==> config.mk <==
export PLATFORM = sky130hd
export DESIGN_NAME = lbhs_top
export DESIGN_NICKNAME = d
export VERILOG_FILES = /design/src/rtl/lbhs_pkg.sv /design/src/rtl/lbhs_top.sv
export SDC_FILE = /design/constraint.sdc
export NUM_CORES = 1
export LEC_CHECK = 0
export ABC_AREA = 1
export BUFFER_PORTS_ARGS = -buffer_cell sky130_fd_sc_hd__buf_4
export CAP_MARGIN = 20
export CORE_MARGIN = 3
export CORE_UTILIZATION = 44
export DETAILED_ROUTE_END_ITERATION = 12
export PLACE_DENSITY_LB_ADDON = 0.1
export SYNTH_ARGS = -nofsm -noshare
export SYNTH_HDL_FRONTEND = slang
export SYNTH_SLANG_ARGS = --single-unit
==> constraint.sdc <==
create_clock -name clk -period 3 [get_ports clk]
set_input_delay 0.3 -clock clk [delete_from_list [all_inputs] [get_ports clk]]
set_output_delay 0.3 -clock clk [all_outputs]
set_load 0.03 [all_outputs]
==> src/rtl/lbhs_pkg.sv <==
// package for the local bus hold and chip-select pin block
package lbhs_pkg;

  localparam int ADDR_W = 20;
  localparam int LOG2_W = 5;
  localparam int MID_COUNT = 4;
  localparam int PER_COUNT = 7;
  localparam int PER_LOW_COUNT = 5;
  localparam logic [LOG2_W-1:0] PER_BLOCK_LOG2 = 5'h07;
  localparam int LATCH_A1_BIT = 1;
  localparam int LATCH_A2_BIT = 2;
  localparam logic [ADDR_W-1:0] NO_BLOCK = 20'hF_FFFF;
  localparam logic [MID_COUNT-1:0] MID_IDLE = 4'hF;
  localparam logic [PER_COUNT-1:0] PER_IDLE = 7'h7F;

  typedef enum logic [5:0] {
    ST_IDLE = 6'h01,
    ST_T1 = 6'h02,
    ST_T2 = 6'h04,
    ST_T3 = 6'h08,
    ST_T4 = 6'h10,
    ST_HOLD = 6'h20
  } lbhs_state_t;

  // one bus cycle as issued by the core
  typedef struct packed {
    logic valid;
    logic mem;
    logic write;
    logic [ADDR_W-1:0] addr;
  } lbhs_cycle_t;

  // static setup from the core's select configuration
  typedef struct packed {
    logic enhanced;
    logic [LOG2_W-1:0] lower_log2;
    logic [ADDR_W-1:0] mid_base;
    logic [LOG2_W-1:0] mid_block_log2;
    logic [ADDR_W-1:0] per_base;
    logic per_in_mem;
    logic latched_addr_mode;
  } lbhs_cfg_t;

endpackage : lbhs_pkg

==> src/rtl/lbhs_top.sv <==
// local bus hold handshake, chip selects and transceiver controls
`timescale 1ns/1ps
`default_nettype none
module lbhs_top (
  input wire logic clk,
  input wire logic srst,
  input wire logic bus_request_pin,
  input wire logic upper_region_select_in,
  input wire logic lower_region_select_in,
  input wire lbhs_pkg::lbhs_cycle_t cycle,
  input wire lbhs_pkg::lbhs_cfg_t cfg,
  input wire logic refresh_pending,
  output logic cycle_ack,
  output logic bus_grant_out,
  output logic bus_grant_oe,
  output logic bus_lines_oe,
  output logic lower_region_select,
  output logic lower_pullup_en,
  output logic [lbhs_pkg::MID_COUNT-1:0] midrange_selects,
  output logic [lbhs_pkg::PER_LOW_COUNT-1:0] peripheral_selects,
  output logic periph_sel5_or_latched_addr1,
  output logic periph_sel6_or_latched_addr2,
  output logic select_oe,
  output logic transceiver_direction,
  output logic transceiver_direction_oe,
  output logic transceiver_enable,
  output logic transceiver_enable_oe,
  output logic isolation_mode
);
  import lbhs_pkg::*;

  // block index of addr above base, or NO_BLOCK when below it
  function automatic logic [ADDR_W-1:0] blk_index(
    input logic [ADDR_W-1:0] addr,
    input logic [ADDR_W-1:0] base,
    input logic [LOG2_W-1:0] lg
  );
    logic [ADDR_W-1:0] off;
    off = addr - base;
    if (addr < base)
    begin
      blk_index = NO_BLOCK;
    end
    else
    begin
      blk_index = off >> lg;
    end
  endfunction : blk_index

  lbhs_state_t state;
  logic req_meta;
  logic req_sync;
  logic ucs_meta;
  logic ucs_sync;
  logic lcs_meta;
  logic lcs_sync;
  logic srst_q;
  logic next_iso;
  logic grant_ok;
  logic lower_hit;
  logic [MID_COUNT-1:0] mid_hits;
  logic [PER_COUNT-1:0] per_hits;
  logic [ADDR_W-1:0] mid_idx;
  logic [ADDR_W-1:0] per_idx;
  logic [ADDR_W-1:0] low_idx;

  // pins from the outside world pass two flops first
  always_ff @(posedge clk)
  begin
    req_meta <= bus_request_pin;
    req_sync <= req_meta;
    ucs_meta <= upper_region_select_in;
    ucs_sync <= ucs_meta;
    lcs_meta <= lower_region_select_in;
    lcs_sync <= lcs_meta;
    srst_q <= srst;
  end

  // straps are caught on the first clock after reset releases
  assign next_iso = isolation_mode | (srst_q & ~ucs_sync & ~lcs_sync);

  always_ff @(posedge clk)
  begin
    isolation_mode <= ~srst & next_iso;
  end

  // pull-up keeps the lower select strap high unless driven low
  always_ff @(posedge clk)
  begin
    lower_pullup_en <= srst;
  end

  // a pending refresh in enhanced mode refuses a fresh grant too
  assign grant_ok = req_sync & ~(cfg.enhanced & refresh_pending);

  // address decode of the cycle waiting to start
  assign low_idx = blk_index(cycle.addr, {ADDR_W{1'b0}}, cfg.lower_log2);
  assign mid_idx = blk_index(cycle.addr, cfg.mid_base, cfg.mid_block_log2);
  assign per_idx = blk_index(cycle.addr, cfg.per_base, PER_BLOCK_LOG2);
  assign lower_hit = cycle.mem & (low_idx == {ADDR_W{1'b0}});

  genvar gi;
  generate
    for (gi = 0; gi < MID_COUNT; gi++)
    begin : g_mid
      assign mid_hits[gi] = cycle.mem & (mid_idx == ADDR_W'(gi));
    end
    for (gi = 0; gi < PER_COUNT; gi++)
    begin : g_per
      assign per_hits[gi] = (cycle.mem == cfg.per_in_mem) & (per_idx == ADDR_W'(gi));
    end
  endgenerate

  // cycle sequencer; hold is granted only between cycles
  always_ff @(posedge clk)
  begin
    if (srst)
    begin
      state <= ST_IDLE;
    end
    else
    begin
      case (state)
        ST_IDLE:
        begin
          if (grant_ok)
          begin
            state <= ST_HOLD;
          end
          else if (cycle.valid)
          begin
            state <= ST_T1;
          end
        end
        ST_T1: state <= ST_T2;
        ST_T2: state <= ST_T3;
        ST_T3: state <= ST_T4;
        ST_T4: state <= ST_IDLE;
        ST_HOLD: state <= req_sync ? ST_HOLD : ST_IDLE;
        default: state <= ST_IDLE;
      endcase
    end
  end

  always_ff @(posedge clk)
  begin
    cycle_ack <= ~srst & (state == ST_T3);
  end

  // grant only ever falls while holding, so a refresh yield sticks
  always_ff @(posedge clk)
  begin
    if (srst)
    begin
      bus_grant_out <= 1'b0;
      bus_grant_oe <= 1'b0;
    end
    else
    begin
      bus_grant_oe <= ~next_iso;
      if (state == ST_IDLE)
      begin
        bus_grant_out <= grant_ok;
      end
      else if (state == ST_HOLD)
      begin
        bus_grant_out <= bus_grant_out & grant_ok;
      end
      else
      begin
        bus_grant_out <= 1'b0;
      end
    end
  end

  // bus stays floated after hold until the next cycle needs it
  always_ff @(posedge clk)
  begin
    if (srst)
    begin
      bus_lines_oe <= 1'b0;
    end
    else if (next_iso || (state == ST_IDLE && grant_ok))
    begin
      bus_lines_oe <= 1'b0;
    end
    else if (state == ST_IDLE && cycle.valid)
    begin
      bus_lines_oe <= 1'b1;
    end
  end

  // chip selects: active low, framed by T1 to T4, never floated by hold
  always_ff @(posedge clk)
  begin
    if (srst)
    begin
      lower_region_select <= 1'b1;
      midrange_selects <= MID_IDLE;
      peripheral_selects <= PER_IDLE[PER_LOW_COUNT-1:0];
      select_oe <= 1'b0;
    end
    else
    begin
      select_oe <= ~next_iso;
      if (state == ST_IDLE && cycle.valid && !grant_ok)
      begin
        lower_region_select <= ~lower_hit;
        midrange_selects <= ~mid_hits;
        peripheral_selects <= ~per_hits[PER_LOW_COUNT-1:0];
      end
      else if (state == ST_T4)
      begin
        lower_region_select <= 1'b1;
        midrange_selects <= MID_IDLE;
        peripheral_selects <= PER_IDLE[PER_LOW_COUNT-1:0];
      end
    end
  end

  // selects 5 and 6 or latched address copies that survive a hold
  always_ff @(posedge clk)
  begin
    if (srst)
    begin
      periph_sel5_or_latched_addr1 <= 1'b1;
      periph_sel6_or_latched_addr2 <= 1'b1;
    end
    else if (state == ST_IDLE && cycle.valid && !grant_ok)
    begin
      if (cfg.latched_addr_mode)
      begin
        periph_sel5_or_latched_addr1 <= cycle.addr[LATCH_A1_BIT];
        periph_sel6_or_latched_addr2 <= cycle.addr[LATCH_A2_BIT];
      end
      else
      begin
        periph_sel5_or_latched_addr1 <= ~per_hits[PER_LOW_COUNT];
        periph_sel6_or_latched_addr2 <= ~per_hits[PER_LOW_COUNT+1];
      end
    end
    else if (state == ST_T4 && !cfg.latched_addr_mode)
    begin
      periph_sel5_or_latched_addr1 <= 1'b1;
      periph_sel6_or_latched_addr2 <= 1'b1;
    end
  end

  // direction moves only on entry to T1 while enable is still high
  always_ff @(posedge clk)
  begin
    if (srst)
    begin
      transceiver_direction <= 1'b0;
      transceiver_direction_oe <= 1'b0;
    end
    else if (next_iso || state == ST_HOLD || (state == ST_IDLE && grant_ok))
    begin
      transceiver_direction_oe <= 1'b0;
    end
    else if (state == ST_IDLE && cycle.valid)
    begin
      transceiver_direction <= cycle.write;
      transceiver_direction_oe <= 1'b1;
    end
  end

  // enable: driven high on the first reset clock, then floated
  always_ff @(posedge clk)
  begin
    if (srst)
    begin
      transceiver_enable <= 1'b1;
      transceiver_enable_oe <= ~srst_q;
    end
    else if (next_iso || state == ST_HOLD || (state == ST_IDLE && grant_ok))
    begin
      transceiver_enable <= 1'b1;
      transceiver_enable_oe <= 1'b0;
    end
    else
    begin
      case (state)
        ST_IDLE:
        begin
          transceiver_enable <= 1'b1;
          if (cycle.valid)
          begin
            transceiver_enable_oe <= 1'b1;
          end
        end
        ST_T1: transceiver_enable <= 1'b0;
        ST_T2: transceiver_enable <= 1'b0;
        ST_T3: transceiver_enable <= 1'b1;
        default: transceiver_enable <= 1'b1;
      endcase
    end
  end
endmodule : lbhs_top
`default_nettype wire

After elaboration in Yosys (flattened, before gate mapping)
Cells that the tools add are included.
{ "word_totals": {"wordCells": 124, "regBits": 34} }
{ "classes": {"muxes": 25, "n_reduce_logical": 21, "eq_ne": 17, "n_bitwise": 32, "addsub": 2, "magnitude_cmp": 3, "shifts": 2} }
{ "ops": {"columns": ["op", "count"], "rows": [
  ["== test 20 x 2 -> 1 bit (second input constant)", 4],
  ["== test 20 x 3 -> 1 bit (second input constant)", 3],
  ["logical NOT 20 bit", 3],
  ["two-way mux 20 bit", 3],
  ["== test 20 x 1 -> 1 bit (second input constant)", 2],
  ["less-than comparator 20 bit", 2],
  ["right shift 20 x 5 -> 20 bit", 2],
  ["subtractor 20 bit", 2],
  ["one-hot mux 6 bit (5 select lines)", 1],
  ["less-than comparator 20 x 1 -> 1 bit (second input constant)", 1],
  ["AND 1 bit", 19],
  ["two-way mux 6 bit", 3],
  ["two-way mux 1 bit", 14],
  ["two-way mux 5 bit", 2],
  ["inverter 1 bit", 10],
  ["two-way mux 4 bit", 2],
  ["== test 6 x 1 -> 1 bit (second input constant)", 1],
  ["== test 6 x 2 -> 1 bit (second input constant)", 1],
  ["== test 6 x 3 -> 1 bit (second input constant)", 1],
  ["== test 6 x 4 -> 1 bit (second input constant)", 1],
  ["== test 6 x 5 -> 1 bit (second input constant)", 1],
  ["== test 6 bit (second input constant)", 1],
  ["nonzero test 3 bit", 2],
  ["OR reduction 2 bit", 3],
  ["other kinds (10)", 18]
]} }

Depth between registers and ports, before layout
Gate-level depths: netlist (run 1).
{ "depth": {"depth_word": 8, "depth_mapped": 24, "depth_no_buf": 24} }

Least setup slack after synthesis (run 1)
Ideal clock, no wire load.
{ "synth_path": {"kind": "input -> register", "from": "input port cycle[0] in the netlist's numbering", "to": "register midrange_selects[0] in the netlist's numbering", "stages": 22, "setup_ns": 0.112, "path_slack_ns": 0.533, "required_ns": 2.888, "arrival_ns": 2.354, "path_cell_list": "inv_1 ha_1 fa_1 inv_1 nand3_1 nand2_1 nand2_1 nand2_1 nand2_1 nand3_1 nand3_1 nand2_2 nand2_2 and2_1 nor2_1 nand2_1 nand2_1 nand3_2 nand2_2 nand3_1 nand2_1 nand2_1"} }
{ "synth_between": {"elab_chain_cells": 7, "word_cells_on_any_way": 8, "cone_classes": "add/sub (1); order compare (1); shift (1); mux (2); bitwise (2); reduce/logical (1)"} }
{ "synth_rtl": {"columns": ["element", "line", "text"], "rows": [
  ["start, declared", "lbhs_top.sv:10", "input wire lbhs_pkg::lbhs_cycle_t cycle,"],
  ["subtractor 20 bit", "lbhs_top.sv:39", "off = addr - base;"],
  ["right shift 20 x 5 -> 20 bit", "lbhs_top.sv:46", "blk_index = off >> lg;"],
  ["two-way mux 20 bit *", "lbhs_top.sv:40", "if (addr < base)"],
  ["logical NOT 20 bit *", "lbhs_top.sv:106", "assign mid_hits[gi] = cycle.mem & (mid_idx == ADDR_W'(gi));"],
  ["AND 1 bit *", "lbhs_top.sv:106", null],
  ["inverter 4 bit *", "lbhs_top.sv:209", "midrange_selects <= ~mid_hits;"],
  ["two-way mux 4 bit *", "lbhs_top.sv:206", "if (state == ST_IDLE && cycle.valid && !grant_ok)"],
  ["end signal, assigned", "lbhs_top.sv:209", null],
  ["end, declared", "lbhs_top.sv:19", "output logic [lbhs_pkg::MID_COUNT-1:0] midrange_selects,"]
]} }
Every way passes the cells marked *; elsewhere a longest branch is shown, timed or not.
A chain may end at the register's enable or synchronous reset.

Worst setup path in the final report (run 1)
Ends and elaborated chain as after synthesis.

==> results by group, run 1 <==
Run status
  – Result of the run: finished clean

Clocking
  – Number of sinks handled by clock tree synthesis: 34
  – Post CTS Setup Buffer Count: 0
  – Worst-case clock buffer depth: 2
  – Number of buffers inserted during clock tree synthesis: 5
  – Clock latency reported for the late side of the worst-skew pair: 0.27 ns
  – CTS Root Buffer Type: sky130_fd_sc_hd__clkbuf_16
  – TritonCTS clock tree: yes
  – Clock transition at the register clock pins on the worst setup and hold paths after CTS: 0.05 ns
  – Maximum level of the CTS H-tree: 2
  – Count of instances resized after the clock tree is built: 0
  – Hold bufs inserted after CTS: 0

Logic synthesis
  – Netlist Area Pre-Place: 0.00522 sq mm
  – Leading register cell type out of synthesis: sky130_fd_sc_hd__dfxtp_1
  – Seq cells post-synth: 34
  – Post-synth net total: 1084
  – EDFF count, synth: 1
  – Number of warning messages in the yosys log: 0
  – Syn Inst Count: 962
  – Average cell area after synthesis: 5.42 sq um
  – Sequential element share of the synthesized area: 0.132
  – Number of unique standard cell types used by synthesis: 44
  – Proportion of register bits with asynchronous set or reset after synthesis: 0

Power and ir drop
  – Static power due to leakage: 3.59 nW
  – Peak supply drop: 0.000226 V
  – Power density over the cells: 372 mW/mm^2

Detailed routing
  – Detail Route Antenna Nets: 0
  – Pre-antenna DRT Iters: 5
  – DRT iter0 DRCs: 339
  – Number of vias per cell after detailed routing: 5.00
  – Mean routed wirelength per cell: 12.6 um
  – Vias: 6014
  – Post-route DRC: 0
  – Total wire length after detailed routing: 15.2 mm

Final layout
  – Filler Cells Inserted: 1258
  – Share of post-route cells with drive strength above 1: 0.153
  – Area taken by flip-flops and latches: 691 sq um
  – Fin nets: 1180
  – Footprint of the multi-input gates: 0.00381 sq mm
  – Cell area after layout: 0.00632 sq mm
  – Share of the core filled with cells: 0.548
  – Number of diodes added for antenna fixing: 0
  – Relative area change from synthesis to final layout: 21.1%

Critical path
  – Startpoint of the worst register-to-register path: state[2]
  – Cell count of the worst reg-to-reg path: 14
  – Required time at the worst-slack endpoint: 3.17 ns
  – CP max FO: 4
  – Element type at the critical path end: register
  – Critical path startpoint: cycle[0]
  – End of the worst register-to-register path: midrange_selects[3]
  – Category of the most critical setup path: in2reg
  – Launching element type of the critical path: primary input
  – Reg2Reg Setup Slack: 0.80 ns
  – Worst path arrival time: 2.77 ns

STA
  – Tightest Pin Transition: 0.481 ns
  – Final Skew: 0.00262 ns
  – Final worst-path setup slack: 0.403 ns
  – Count of final hold-check violations: 0
  – RSZ-0062 raised after global routing: no
  – Max Slew Vio Count: 0
  – Maximum operating frequency: 0.385 GHz
  – Number of failing setup endpoints in the final timing report: 0
  – Share of the clock period used by the worst path after layout: 0.866
  – Shortest clock period the worst path allows after layout: 2.60 ns
  – Sum Neg Setup Slack: 0 ns
  – Worst hold slack: 0.126 ns
  – Relative max-transition margin: 0.679

Min path
  – Hold crit path type: in2reg
  – Worst Hold Launch: bus_request_pin
  – Worst Hold Path EP: req_meta
  – Number of instances on the worst hold path: 1

Job
  – Max Cap Violations: 0

Floorplanning
  – X dimension of the die: 115 um
  – Vertical extent of the die: 115 um
  – Initial cell density of the core: 0.453
  – Die Footprint: 0.0132 sq mm
  – FP Rows: 39
  – Core area: 0.0115 sq mm
  – Number of top-level pins: 105

Place
  – Area of placed instances: 0.00612 sq mm
  – Port Buf Inserts: 104
  – Placement Setup Slack: 0.131 ns
  – Placer Congestion: 0.884
  – Estimated wirelength of the detail-placed design: 13.1 mm

Global route
  – GRT Max-Usage Layer: met2
  – Number of antenna violations at the first check in global routing: 0
  – First-pass GRT wire length: 25.1 mm
  – Overall Global Routing Usage: 0.227
  – Gr ovfl total: 0
  – GR Util met2: 0.361
  – Met1 layer usage reported by global route: 0.340
  – Vias in the first global route: 5358
  – Global routing usage on met3: 0.0221
  – Maximum number of pins on one net before global-route repair: 27
==> layout by cell type (no fill, tap or decap), types with 5 or more instances in the layout <==
cell type / n
sky130_fd_sc_hd__nor2_2: 9
sky130_fd_sc_hd__o21ai_0: 36
sky130_fd_sc_hd__nor2_1: 78
sky130_fd_sc_hd__xnor2_1: 6
sky130_fd_sc_hd__nand2_1: 299
sky130_fd_sc_hd__ha_1: 39
sky130_fd_sc_hd__xor2_1: 6
sky130_fd_sc_hd__nand3_2: 10
sky130_fd_sc_hd__clkbuf_16: 5
sky130_fd_sc_hd__a21oi_1: 54
sky130_fd_sc_hd__nand2_2: 13
sky130_fd_sc_hd__buf_4: 106
sky130_fd_sc_hd__nor3_1: 5
sky130_fd_sc_hd__dfxtp_1: 33
sky130_fd_sc_hd__o211ai_1: 8
sky130_fd_sc_hd__nand4_1: 17
sky130_fd_sc_hd__inv_1: 165
sky130_fd_sc_hd__nand3_1: 122
==> worst max path at each step <==
stage,to,slack (ns),depth (start not counted)
6_report,midrange_selects[0],0.40,20
5_1_grt,midrange_selects[0],0.08,24
4_1_cts,midrange_selects[0],0.42,24
3_5_place_dp,midrange_selects[0],0.13,20
3_3_place_gp,midrange_selects[0],0.21,24
2_1_floorplan,midrange_selects[0],0.53,22
==> cells in the mapped netlist (2+ instances only) <==
cell | n | area share
sky130_fd_sc_hd__xnor2_1 | 6 | 0.010
sky130_fd_sc_hd__clkinv_1 | 2 | 0.0014
sky130_fd_sc_hd__inv_2 | 4 | 0.0029
sky130_fd_sc_hd__nor3_1 | 5 | 0.0048
sky130_fd_sc_hd__and2_1 | 2 | 0.0024
sky130_fd_sc_hd__or2_2 | 3 | 0.0036
sky130_fd_sc_hd__buf_1 | 3 | 0.0022
sky130_fd_sc_hd__buf_2 | 5 | 0.0048
sky130_fd_sc_hd__nand2_2 | 13 | 0.016
sky130_fd_sc_hd__nand3_2 | 10 | 0.019
sky130_fd_sc_hd__a211oi_1 | 2 | 0.0029
sky130_fd_sc_hd__nor4_1 | 2 | 0.0024
sky130_fd_sc_hd__ha_1 | 39 | 0.094
sky130_fd_sc_hd__o21ai_0 | 36 | 0.035
sky130_fd_sc_hd__a21o_1 | 3 | 0.0043
sky130_fd_sc_hd__nor3_2 | 4 | 0.0077
sky130_fd_sc_hd__o21bai_1 | 3 | 0.0043
sky130_fd_sc_hd__clkbuf_1 | 8 | 0.0058
sky130_fd_sc_hd__nor2_1 | 78 | 0.056
sky130_fd_sc_hd__o211ai_1 | 8 | 0.012
sky130_fd_sc_hd__a21oi_1 | 54 | 0.052
sky130_fd_sc_hd__dfxtp_1 | 33 | 0.13
sky130_fd_sc_hd__nor2_2 | 9 | 0.011
sky130_fd_sc_hd__o21ai_1 | 2 | 0.0019
sky130_fd_sc_hd__inv_1 | 165 | 0.12
sky130_fd_sc_hd__nand4_1 | 17 | 0.020
sky130_fd_sc_hd__a221oi_1 | 4 | 0.0067
sky130_fd_sc_hd__nand3_1 | 122 | 0.12
sky130_fd_sc_hd__nand2_1 | 299 | 0.22
sky130_fd_sc_hd__a31oi_1 | 2 | 0.0024
sky130_fd_sc_hd__xor2_1 | 6 | 0.010
==> cells by family after synthesis <==
group	after synthesis	share of synthesized area
compound gates	120	0.131
xor+xnor	12	0.0201
fa+ha+maj	40	0.0974
buf+inv	188	0.137
flops	34	0.132
simple gates	568	0.482
==> flip-flops by register name, indices dropped and copies added, names as in the netlist <==
signal / cells
bus_lines_oe: 1
lower_pullup_en: 1
transceiver_direction_oe: 1
lcs_sync: 1
lower_region_select: 1
bus_grant_out: 1
req_sync: 1
periph_sel6_or_latched_addr2: 1
isolation_mode: 1
state: 6
lcs_meta: 1
cycle_ack: 1
peripheral_selects: 5
req_meta: 1
transceiver_direction: 1
select_oe: 1
transceiver_enable: 1
ucs_sync: 1
transceiver_enable_oe: 1
ucs_meta: 1
midrange_selects: 4
periph_sel5_or_latched_addr1: 1
==> per-layer routing <==
metal / wire [um] / vias up
met4: 126 / 0
met1: 7660 / 2578
met3: 698 / 12
met2: 6720 / 142
li1: - / 3282
met5: 0 / -
==> final cells by class <==
type,count,area share
Clock buffer,6,0.0220
Clock inverter,2,0.00951
Inverter,171,0.102
Multi-Input combinational cell,740,0.603
Sequential cell,34,0.109
Tap cell,143,0.0283
Timing Repair Buffer,106,0.126
==> where the power goes <==
group	internal, W	switching [W]
registers	0.000493	0.0000194
logic	0.000424	0.000733
clock network	0.000498	0.000180
==> stage by stage <==
stage / total power [W] / instances
2_1_floorplan: 0.00134 / 962
3_3_place_gp: 0.00166 / 1194
3_5_place_dp: 0.00167 / 1194
4_1_cts: 0.00235 / 1202
5_1_grt: 0.00254 / 1202
6_report: 0.00235 / 1202
==> critical path, cell delays in order <==
cell                      delay, ns
sky130_fd_sc_hd__buf_4         0.08
sky130_fd_sc_hd__inv_1         0.06
sky130_fd_sc_hd__ha_1          0.24
sky130_fd_sc_hd__fa_1          0.44
sky130_fd_sc_hd__nor2_1        0.19
sky130_fd_sc_hd__nand3_1       0.12
sky130_fd_sc_hd__nand3_1       0.13
sky130_fd_sc_hd__nand2_1       0.11
sky130_fd_sc_hd__nand3_1       0.12
sky130_fd_sc_hd__nand2_1       0.08
sky130_fd_sc_hd__o21ai_0       0.20
sky130_fd_sc_hd__nand3_1       0.11
sky130_fd_sc_hd__nand2_1       0.08
sky130_fd_sc_hd__nand3_1       0.08
sky130_fd_sc_hd__nand2_1       0.08
sky130_fd_sc_hd__nand3_2       0.08
sky130_fd_sc_hd__nand2_2       0.09
sky130_fd_sc_hd__nand3_1       0.08
sky130_fd_sc_hd__nand2_1       0.06
sky130_fd_sc_hd__nand2_1       0.05
Power figures use the tool's default switching activity.
==> inputs of run 2 (changes only) <==
--- a/config.mk
+++ b/config.mk
@@ -12,6 +12,7 @@
 export CORE_UTILIZATION = 44
 export DETAILED_ROUTE_END_ITERATION = 12
 export PLACE_DENSITY_LB_ADDON = 0.1
+export REMOVE_ABC_BUFFERS = 1
 export SYNTH_ARGS = -nofsm -noshare
 export SYNTH_HDL_FRONTEND = slang
 export SYNTH_SLANG_ARGS = --single-unit
==> run 2 against run 1 <==
Via count increased by 2.4%. Critical path depth unchanged. Final area barely moved. Utilization hardly changed. Count of clock-buffer cells in the layout did not move. Global-route usage grew 0.93 points. Clock power fell by 25%. Non-clock buffer count up 6. Final cell count increased by 0.50%. Largest cell class unchanged. Flip-flop and latch count unchanged. Combinational power is essentially flat. Sequential power is essentially flat.
==> results by group, run 2 (synthesis gave the netlist of run 1 again) <==
Run status
  – Result of the run: finished clean

Job
  – Max Cap Violations: 0 (unchanged)

Detailed routing
  – Number of vias per cell after detailed routing: 5.10 (+1.9%)
  – Detail Route Antenna Nets: 0 (unchanged)
  – Total wire length after detailed routing: 15.2 mm (+0.31%)
  – Pre-antenna DRT Iters: 5 (unchanged)
  – DRT iter0 DRCs: 342 (+0.88%)
  – Mean routed wirelength per cell: 12.6 um (-0.19%)
  – Post-route DRC: 0 (unchanged)
  – Vias: 6156 (+2.4%)

Final layout
  – Area taken by flip-flops and latches: 691 sq um (unchanged)
  – Max FFs per register: 6 (unchanged)
  – Footprint of the multi-input gates: 0.00381 sq mm (unchanged)
  – Fin nets: 1186 (+0.51%)
  – Most common cell after layout, fill and taps aside: sky130_fd_sc_hd__nand2_1
  – Biggest registers after layout: state (6), peripheral_selects (5), midrange_selects (4)
  – Relative area change from synthesis to final layout: 21.0% (about the same)
  – Leading cell types in the layout, fill and taps excluded: sky130_fd_sc_hd__nand2_1 (299), sky130_fd_sc_hd__inv_1 (165), sky130_fd_sc_hd__nand3_1 (122)
  – Register with the most flip-flops: state
  – Filler Cells Inserted: 1243 (-1.2%)
  – Number of diodes added for antenna fixing: 0 (unchanged)
  – Share of post-route cells with drive strength above 1: 0.158 (+0.00477)

Critical path
  – CP peak stage delay: 0.42 ns (-0.02 ns)
  – Required time at the worst-slack endpoint: 3.17 ns (about the same)
  – Number of buffers and inverters on the critical path: 2 (unchanged)
  – Launching element type of the critical path: primary input
  – Category of the most critical setup path: in2reg
  – CP max FO: 4 (unchanged)
  – Element type at the critical path end: register
  – Cell with the biggest individual delay on the critical path: sky130_fd_sc_hd__fa_1
  – Dominant delay contributor by cell family on the critical path: simple AND/OR/NAND/NOR gates
  – Worst path arrival time: 2.76 ns (about the same)
  – Cell-by-cell trace of the critical path: buf_4 > inv_1 > ha_1 > fa_1 > nor2_1 > nand3_1 > nand3_1 > nand2_1 > nand3_1 > nand2_1 > o21ai_0 > nand3_1 > nand2_1 > nand3_1 > nand2_1 > nand3_2 > nand2_2 > nand3_1 > nand2_1 > nand2_1

Floorplanning
  – FP Rows: 39 (unchanged)
  – Initial cell density of the core: 0.453 (unchanged)
  – Number of top-level pins: 105 (unchanged)
  – Vertical extent of the die: 115 um (unchanged)
  – Core area: 0.0115 sq mm (unchanged)
  – X dimension of the die: 115 um (unchanged)
  – Die Footprint: 0.0132 sq mm (unchanged)

Power and ir drop
  – Peak supply drop: 0.000234 V (+3.8%)
  – Power density over the cells: 346 mW/mm^2 (-6.8%)
  – Static power due to leakage: 3.59 nW (+0.13%)
  – Total Power: 0.00219 W (-6.8%)

STA
  – Share of the clock period used by the worst path after layout: 0.862 (-0.00375)
  – Shortest clock period the worst path allows after layout: 2.59 ns (-0.0113 ns)
  – RSZ-0062 raised after global routing: no
  – Maximum operating frequency: 0.387 GHz (+0.44%)
  – Number of failing setup endpoints in the final timing report: 0 (unchanged)
  – Count of final hold-check violations: 0 (unchanged)
  – Max Slew Vio Count: 0 (unchanged)
  – Sum Neg Setup Slack: 0 ns (unchanged)
  – Final Skew: 0.00398 ns (+0.00137 ns)
  – Relative max-transition margin: 0.657 (-0.0216)
  – Tightest Pin Transition: 0.514 ns (+0.0324 ns)

Clocking
  – CTS Root Buffer Type: sky130_fd_sc_hd__clkbuf_16
  – TritonCTS clock tree: yes
  – Count of instances resized after the clock tree is built: 0 (unchanged)
  – Number of sinks handled by clock tree synthesis: 34 (unchanged)
  – Number of buffers inserted during clock tree synthesis: 5 (unchanged)
  – Worst-case clock buffer depth: 2 (unchanged)
  – Clock latency reported for the late side of the worst-skew pair: 0.27 ns (about the same)
  – Hold bufs inserted after CTS: 0 (unchanged)
  – Clock transition at the register clock pins on the worst setup and hold paths after CTS: 0.05 ns (about the same)
  – Maximum level of the CTS H-tree: 2 (unchanged)
  – Post CTS Setup Buffer Count: 0 (unchanged)

Global route
  – Met1 layer usage reported by global route: 0.322 (-0.0176)
  – Overall Global Routing Usage: 0.237 (+0.00930)
  – Maximum number of pins on one net before global-route repair: 27 (unchanged)
  – GRT Max-Usage Layer: met2
  – Number of antenna violations at the first check in global routing: 0 (unchanged)
  – Vias in the first global route: 5746 (+7.2%)
  – GR Util met2: 0.375 (+0.0147)
  – Global routing usage on met3: 0.0247 (+0.00263)
  – Gr ovfl total: 0 (unchanged)
  – First-pass GRT wire length: 25.8 mm (+2.7%)

Place
  – Placer Congestion: 0.979 (+11%)
  – Port Buf Inserts: 104 (unchanged)
  – Estimated wirelength of the detail-placed design: 13.2 mm (+0.28%)

Min path
  – Hold crit path type: in2reg
run 2: changes by cell type in the layout (fill, tap and decap cells not counted), sizes merged:
cell      delta
buf          +6
bufinv       -2
clkinv       +1
clkinvlp     +1
run 2: final cells by class:
type,instances,area share
Clock buffer,6,0.0220
Multi-Input combinational cell,740,0.603
Tap cell,143,0.0283
Clock inverter,2,0.00198
Timing Repair Buffer,112,0.133
Inverter,171,0.102
Sequential cell,34,0.109
run 2: worst paths after layout:
kind | endpoint | from | cells past startpoint | slack [ns]
setup / recovery | midrange_selects[2] | cycle[0] | 20 | 0.41
hold / removal | req_meta | bus_request_pin | 1 | 0.13
setup reg to reg | peripheral_selects[2] | state[2] | 12 | 0.76
hold reg to reg | ucs_sync | ucs_meta | 0 | 0.32
run 2: power by group:
part           switching, W  internal, W
Sequential        0.0000178     0.000493
Clock              0.000181     0.000328
Combinational      0.000737     0.000431
run 2: per-layer routing:
layer	part of all wire	vias to the layer above
li1	-	3301
met1	0.48	2649
met2	0.44	163
met3	0.043	43
met4	0.044	0
met5	0	-
run 2: stage by stage:
step	hold WS, ns	instances	area [sq um]	worst slack [ns]	util
2_1_floorplan	0.310	945	5140	0.494	-
3_3_place_gp	0.312	1200	6160	0.189	0.535
3_5_place_dp	0.312	1200	6160	0.132	0.535
4_1_cts	0.119	1208	6310	0.421	0.548
5_1_grt	0.117	1208	6310	0.0213	0.548
6_report	0.127	1208	6310	0.414	0.548
==> inputs of run 3 (changes only) <==
==> constraint.sdc (replaced) <==
create_clock -name clk -period 3 [get_ports clk]
set_input_delay 0.6 -clock clk [delete_from_list [all_inputs] [get_ports clk]]
set_output_delay 0.6 -clock clk [all_outputs]
set_load 0.03 [all_outputs]
==> run 3 against run 2 <==
Critical path type unchanged. Routed wire length increased by 4.5%. Final cell count increased by 3.2%. Power increased by 12%. Largest power group unchanged. Critical path depth increased by 1.
==> results by group, run 3 (synthesis gave the netlist of run 1 again) <==
Place
  – Placer Congestion: 1.00 (+2.2%)
  – Placement Setup Slack: -0.122 ns (-0.254 ns)
  – Port Buf Inserts: 104 (unchanged)
  – Estimated wirelength of the detail-placed design: 13.6 mm (+3.5%)

Run status
  – Result of the run: finished clean

Detailed routing
  – Pre-antenna DRT Iters: 7 (+2)
  – Post-route DRC: 0 (unchanged)
  – DRT iter0 DRCs: 412 (+20%)
  – Total wire length after detailed routing: 15.9 mm (+4.5%)
  – Vias: 6271 (+1.9%)
  – Mean routed wirelength per cell: 12.8 um (+1.2%)
  – Number of vias per cell after detailed routing: 5.03 (-1.3%)
  – Detail Route Antenna Nets: 0 (unchanged)

Job
  – Max Cap Violations: 0 (unchanged)

Min path
  – Number of instances on the worst hold path: 0 (-1)
  – Worst Hold Path EP: lcs_sync
  – Hold crit path type: reg2reg
  – Worst Hold Launch: lcs_meta

Critical path
  – Cell with the biggest individual delay on the critical path: sky130_fd_sc_hd__fa_2
  – Launching element type of the critical path: primary input
  – Cell-by-cell trace of the critical path: buf_4 > inv_1 > ha_2 > fa_2 > buf_4 > buf_4 > xnor2_1 > inv_1 > nand2_1 > o21ai_0 > nand2_1 > nand2_1 > o21ai_0 > nor2_1 > a21oi_1 > nand2_1 > nand3_1 > nor2_2 > nand3_1 > nand2_1 > nand2_1
  – CP peak stage delay: 0.39 ns (-0.03 ns)
  – Startpoint of the worst register-to-register path: state[4]
  – Cell count of the worst reg-to-reg path: 12 (unchanged)
  – Element type at the critical path end: register
  – Required time at the worst-slack endpoint: 3.18 ns (about the same)
  – Most repeated library cell on the critical path: sky130_fd_sc_hd__nand2_1
  – Category of the most critical setup path: in2reg
  – Reg2Reg Setup Slack: 0.70 ns (-0.06 ns)
  – Worst path arrival time: 2.91 ns (+0.15 ns)
  – CP max FO: 3 (-1)
  – End of the worst register-to-register path: peripheral_selects[2]

Floorplanning
  – X dimension of the die: 115 um (unchanged)
  – Initial cell density of the core: 0.453 (unchanged)
  – Die Footprint: 0.0132 sq mm (unchanged)
  – Vertical extent of the die: 115 um (unchanged)
  – FP Rows: 39 (unchanged)
  – Core area: 0.0115 sq mm (unchanged)
  – Number of top-level pins: 105 (unchanged)

Clocking
  – Maximum level of the CTS H-tree: 2 (unchanged)
  – Worst-case clock buffer depth: 2 (unchanged)
  – Number of buffers inserted during clock tree synthesis: 5 (unchanged)
  – Hold bufs inserted after CTS: 0 (unchanged)
  – TritonCTS clock tree: yes
  – CTS Root Buffer Type: sky130_fd_sc_hd__clkbuf_16
  – Number of sinks handled by clock tree synthesis: 34 (unchanged)
  – Clock latency reported for the late side of the worst-skew pair: 0.28 ns (about the same)
  – Clock transition at the register clock pins on the worst setup and hold paths after CTS: 0.06 ns (about the same)

Final layout
  – Biggest registers after layout: state (6), peripheral_selects (5), midrange_selects (4)
  – Most common cell after layout, fill and taps aside: sky130_fd_sc_hd__nand2_1
  – Filler Cells Inserted: 1200 (-3.5%)
  – Max FFs per register: 6 (unchanged)
  – Register with the most flip-flops: state
  – Fin nets: 1225 (+3.3%)
  – Number of diodes added for antenna fixing: 0 (unchanged)
  – Share of post-route cells with drive strength above 1: 0.210 (+0.0524)
  – Relative area change from synthesis to final layout: 29.1%
  – Leading cell types in the layout, fill and taps excluded: sky130_fd_sc_hd__nand2_1 (293), sky130_fd_sc_hd__inv_1 (164), sky130_fd_sc_hd__buf_4 (150)

Global route
  – Vias in the first global route: 5612 (-2.3%)
  – Gr ovfl total: 0 (unchanged)
  – Number of antenna violations at the first check in global routing: 0 (unchanged)
  – Overall Global Routing Usage: 0.235 (-0.00187)
  – First-pass GRT wire length: 25.5 mm (-1.1%)
  – Maximum number of pins on one net before global-route repair: 27 (unchanged)

STA
  – Number of failing setup endpoints in the final timing report: 0 (unchanged)
  – Tightest Pin Transition: 0.517 ns (+0.00342 ns)
  – Count of final hold-check violations: 0 (unchanged)
  – Final worst-path setup slack: 0.262 ns (-0.151 ns)
  – Share of the clock period used by the worst path after layout: 0.913 (+0.0505)
  – Shortest clock period the worst path allows after layout: 2.74 ns (+0.151 ns)
  – Final Skew: 0.00530 ns (+0.00131 ns)
  – Max Slew Vio Count: 0 (unchanged)
  – Relative max-transition margin: 0.655 (-0.00228)
  – Maximum operating frequency: 0.365 GHz (-5.5%)

Power and ir drop
  – Power density over the cells: 363 mW/mm^2 (+4.8%)
  – Peak supply drop: 0.000282 V (+20%)
  – Total Power: 0.00245 W (+12%)
  – Static power due to leakage: 3.81 nW (+6.0%)
-- run 3: cell types whose count changed in the layout (fill, tap and decap cells not counted), moves of 5 or more --
| cell | change |
|---|---|
| sky130_fd_sc_hd__nand2_2 | +6 |
| sky130_fd_sc_hd__nand2_1 | -6 |
| sky130_fd_sc_hd__buf_4 | +38 |
| sky130_fd_sc_hd__nor2_1 | -5 |
| sky130_fd_sc_hd__nor2_2 | +5 |
-- run 3: cell type report --
cell class                      count  area, sq um  area share
Clock buffer                        5          125      0.0186
Multi-Input combinational cell    740         3880       0.577
Clock inverter                      3         68.8      0.0102
Tap cell                          143          179      0.0266
Sequential cell                    34          691       0.103
Timing Repair Buffer              151         1150       0.170
Inverter                          171          642      0.0953
-- run 3: routing by layer --
metal / global-route usage / share of wire
met5: 0 / 0
met4: 0.0673 / 0.025
met3: 0.0316 / 0.036
met2: 0.389 / 0.46
met1: 0.318 / 0.48
-- run 3: worst max path at each step --
stage	start	endpoint	slack, ns	depth (start not counted)
after CTS	cycle[0]	midrange_selects[1]	0.17	21
final	cycle[0]	midrange_selects[2]	0.26	21
after global placement	cycle[0]	midrange_selects[1]	-0.07	24
after detailed placement	cycle[0]	midrange_selects[3]	-0.12	22
after floorplan	cycle[0]	midrange_selects[0]	0.19	22
after global routing	cycle[2]	midrange_selects[1]	-0.005	24
-- run 3: through the flow --
stage	hold WS (ns)	TNS, ns	util	cells	instance area (sq um)
after global routing	0.330	-0.00546	0.585	1247	6740
after global placement	0.310	-0.248	0.561	1238	6460
final	0.326	0	0.585	1247	6740
after floorplan	0.310	0	-	945	5140
after CTS	0.325	0	0.578	1246	6650
after detailed placement	0.312	-0.454	0.561	1238	6460
-- run 3: repair_timing --
item,CTS,global route
resized for setup,0,27
buffers inserted,0,1
endpoints found under the hold margin,0,0
endpoints found under the setup margin,0,7
-- run 3: worst max-delay path: cells and delay by family --
kind	cells	cell delay, ns
fa+ha+maj	2	0.59
simple gates	10	0.85
buf+inv	5	0.46
xor+xnor	1	0.11
compound gates	3	0.29
-- run 3: power breakdown --
part / switching, W / total, W / internal (W)
combinational: 0.000768 / 0.00126 / 0.000497
sequential: 0.0000179 / 0.000511 / 0.000493
clock: 0.000194 / 0.000671 / 0.000477
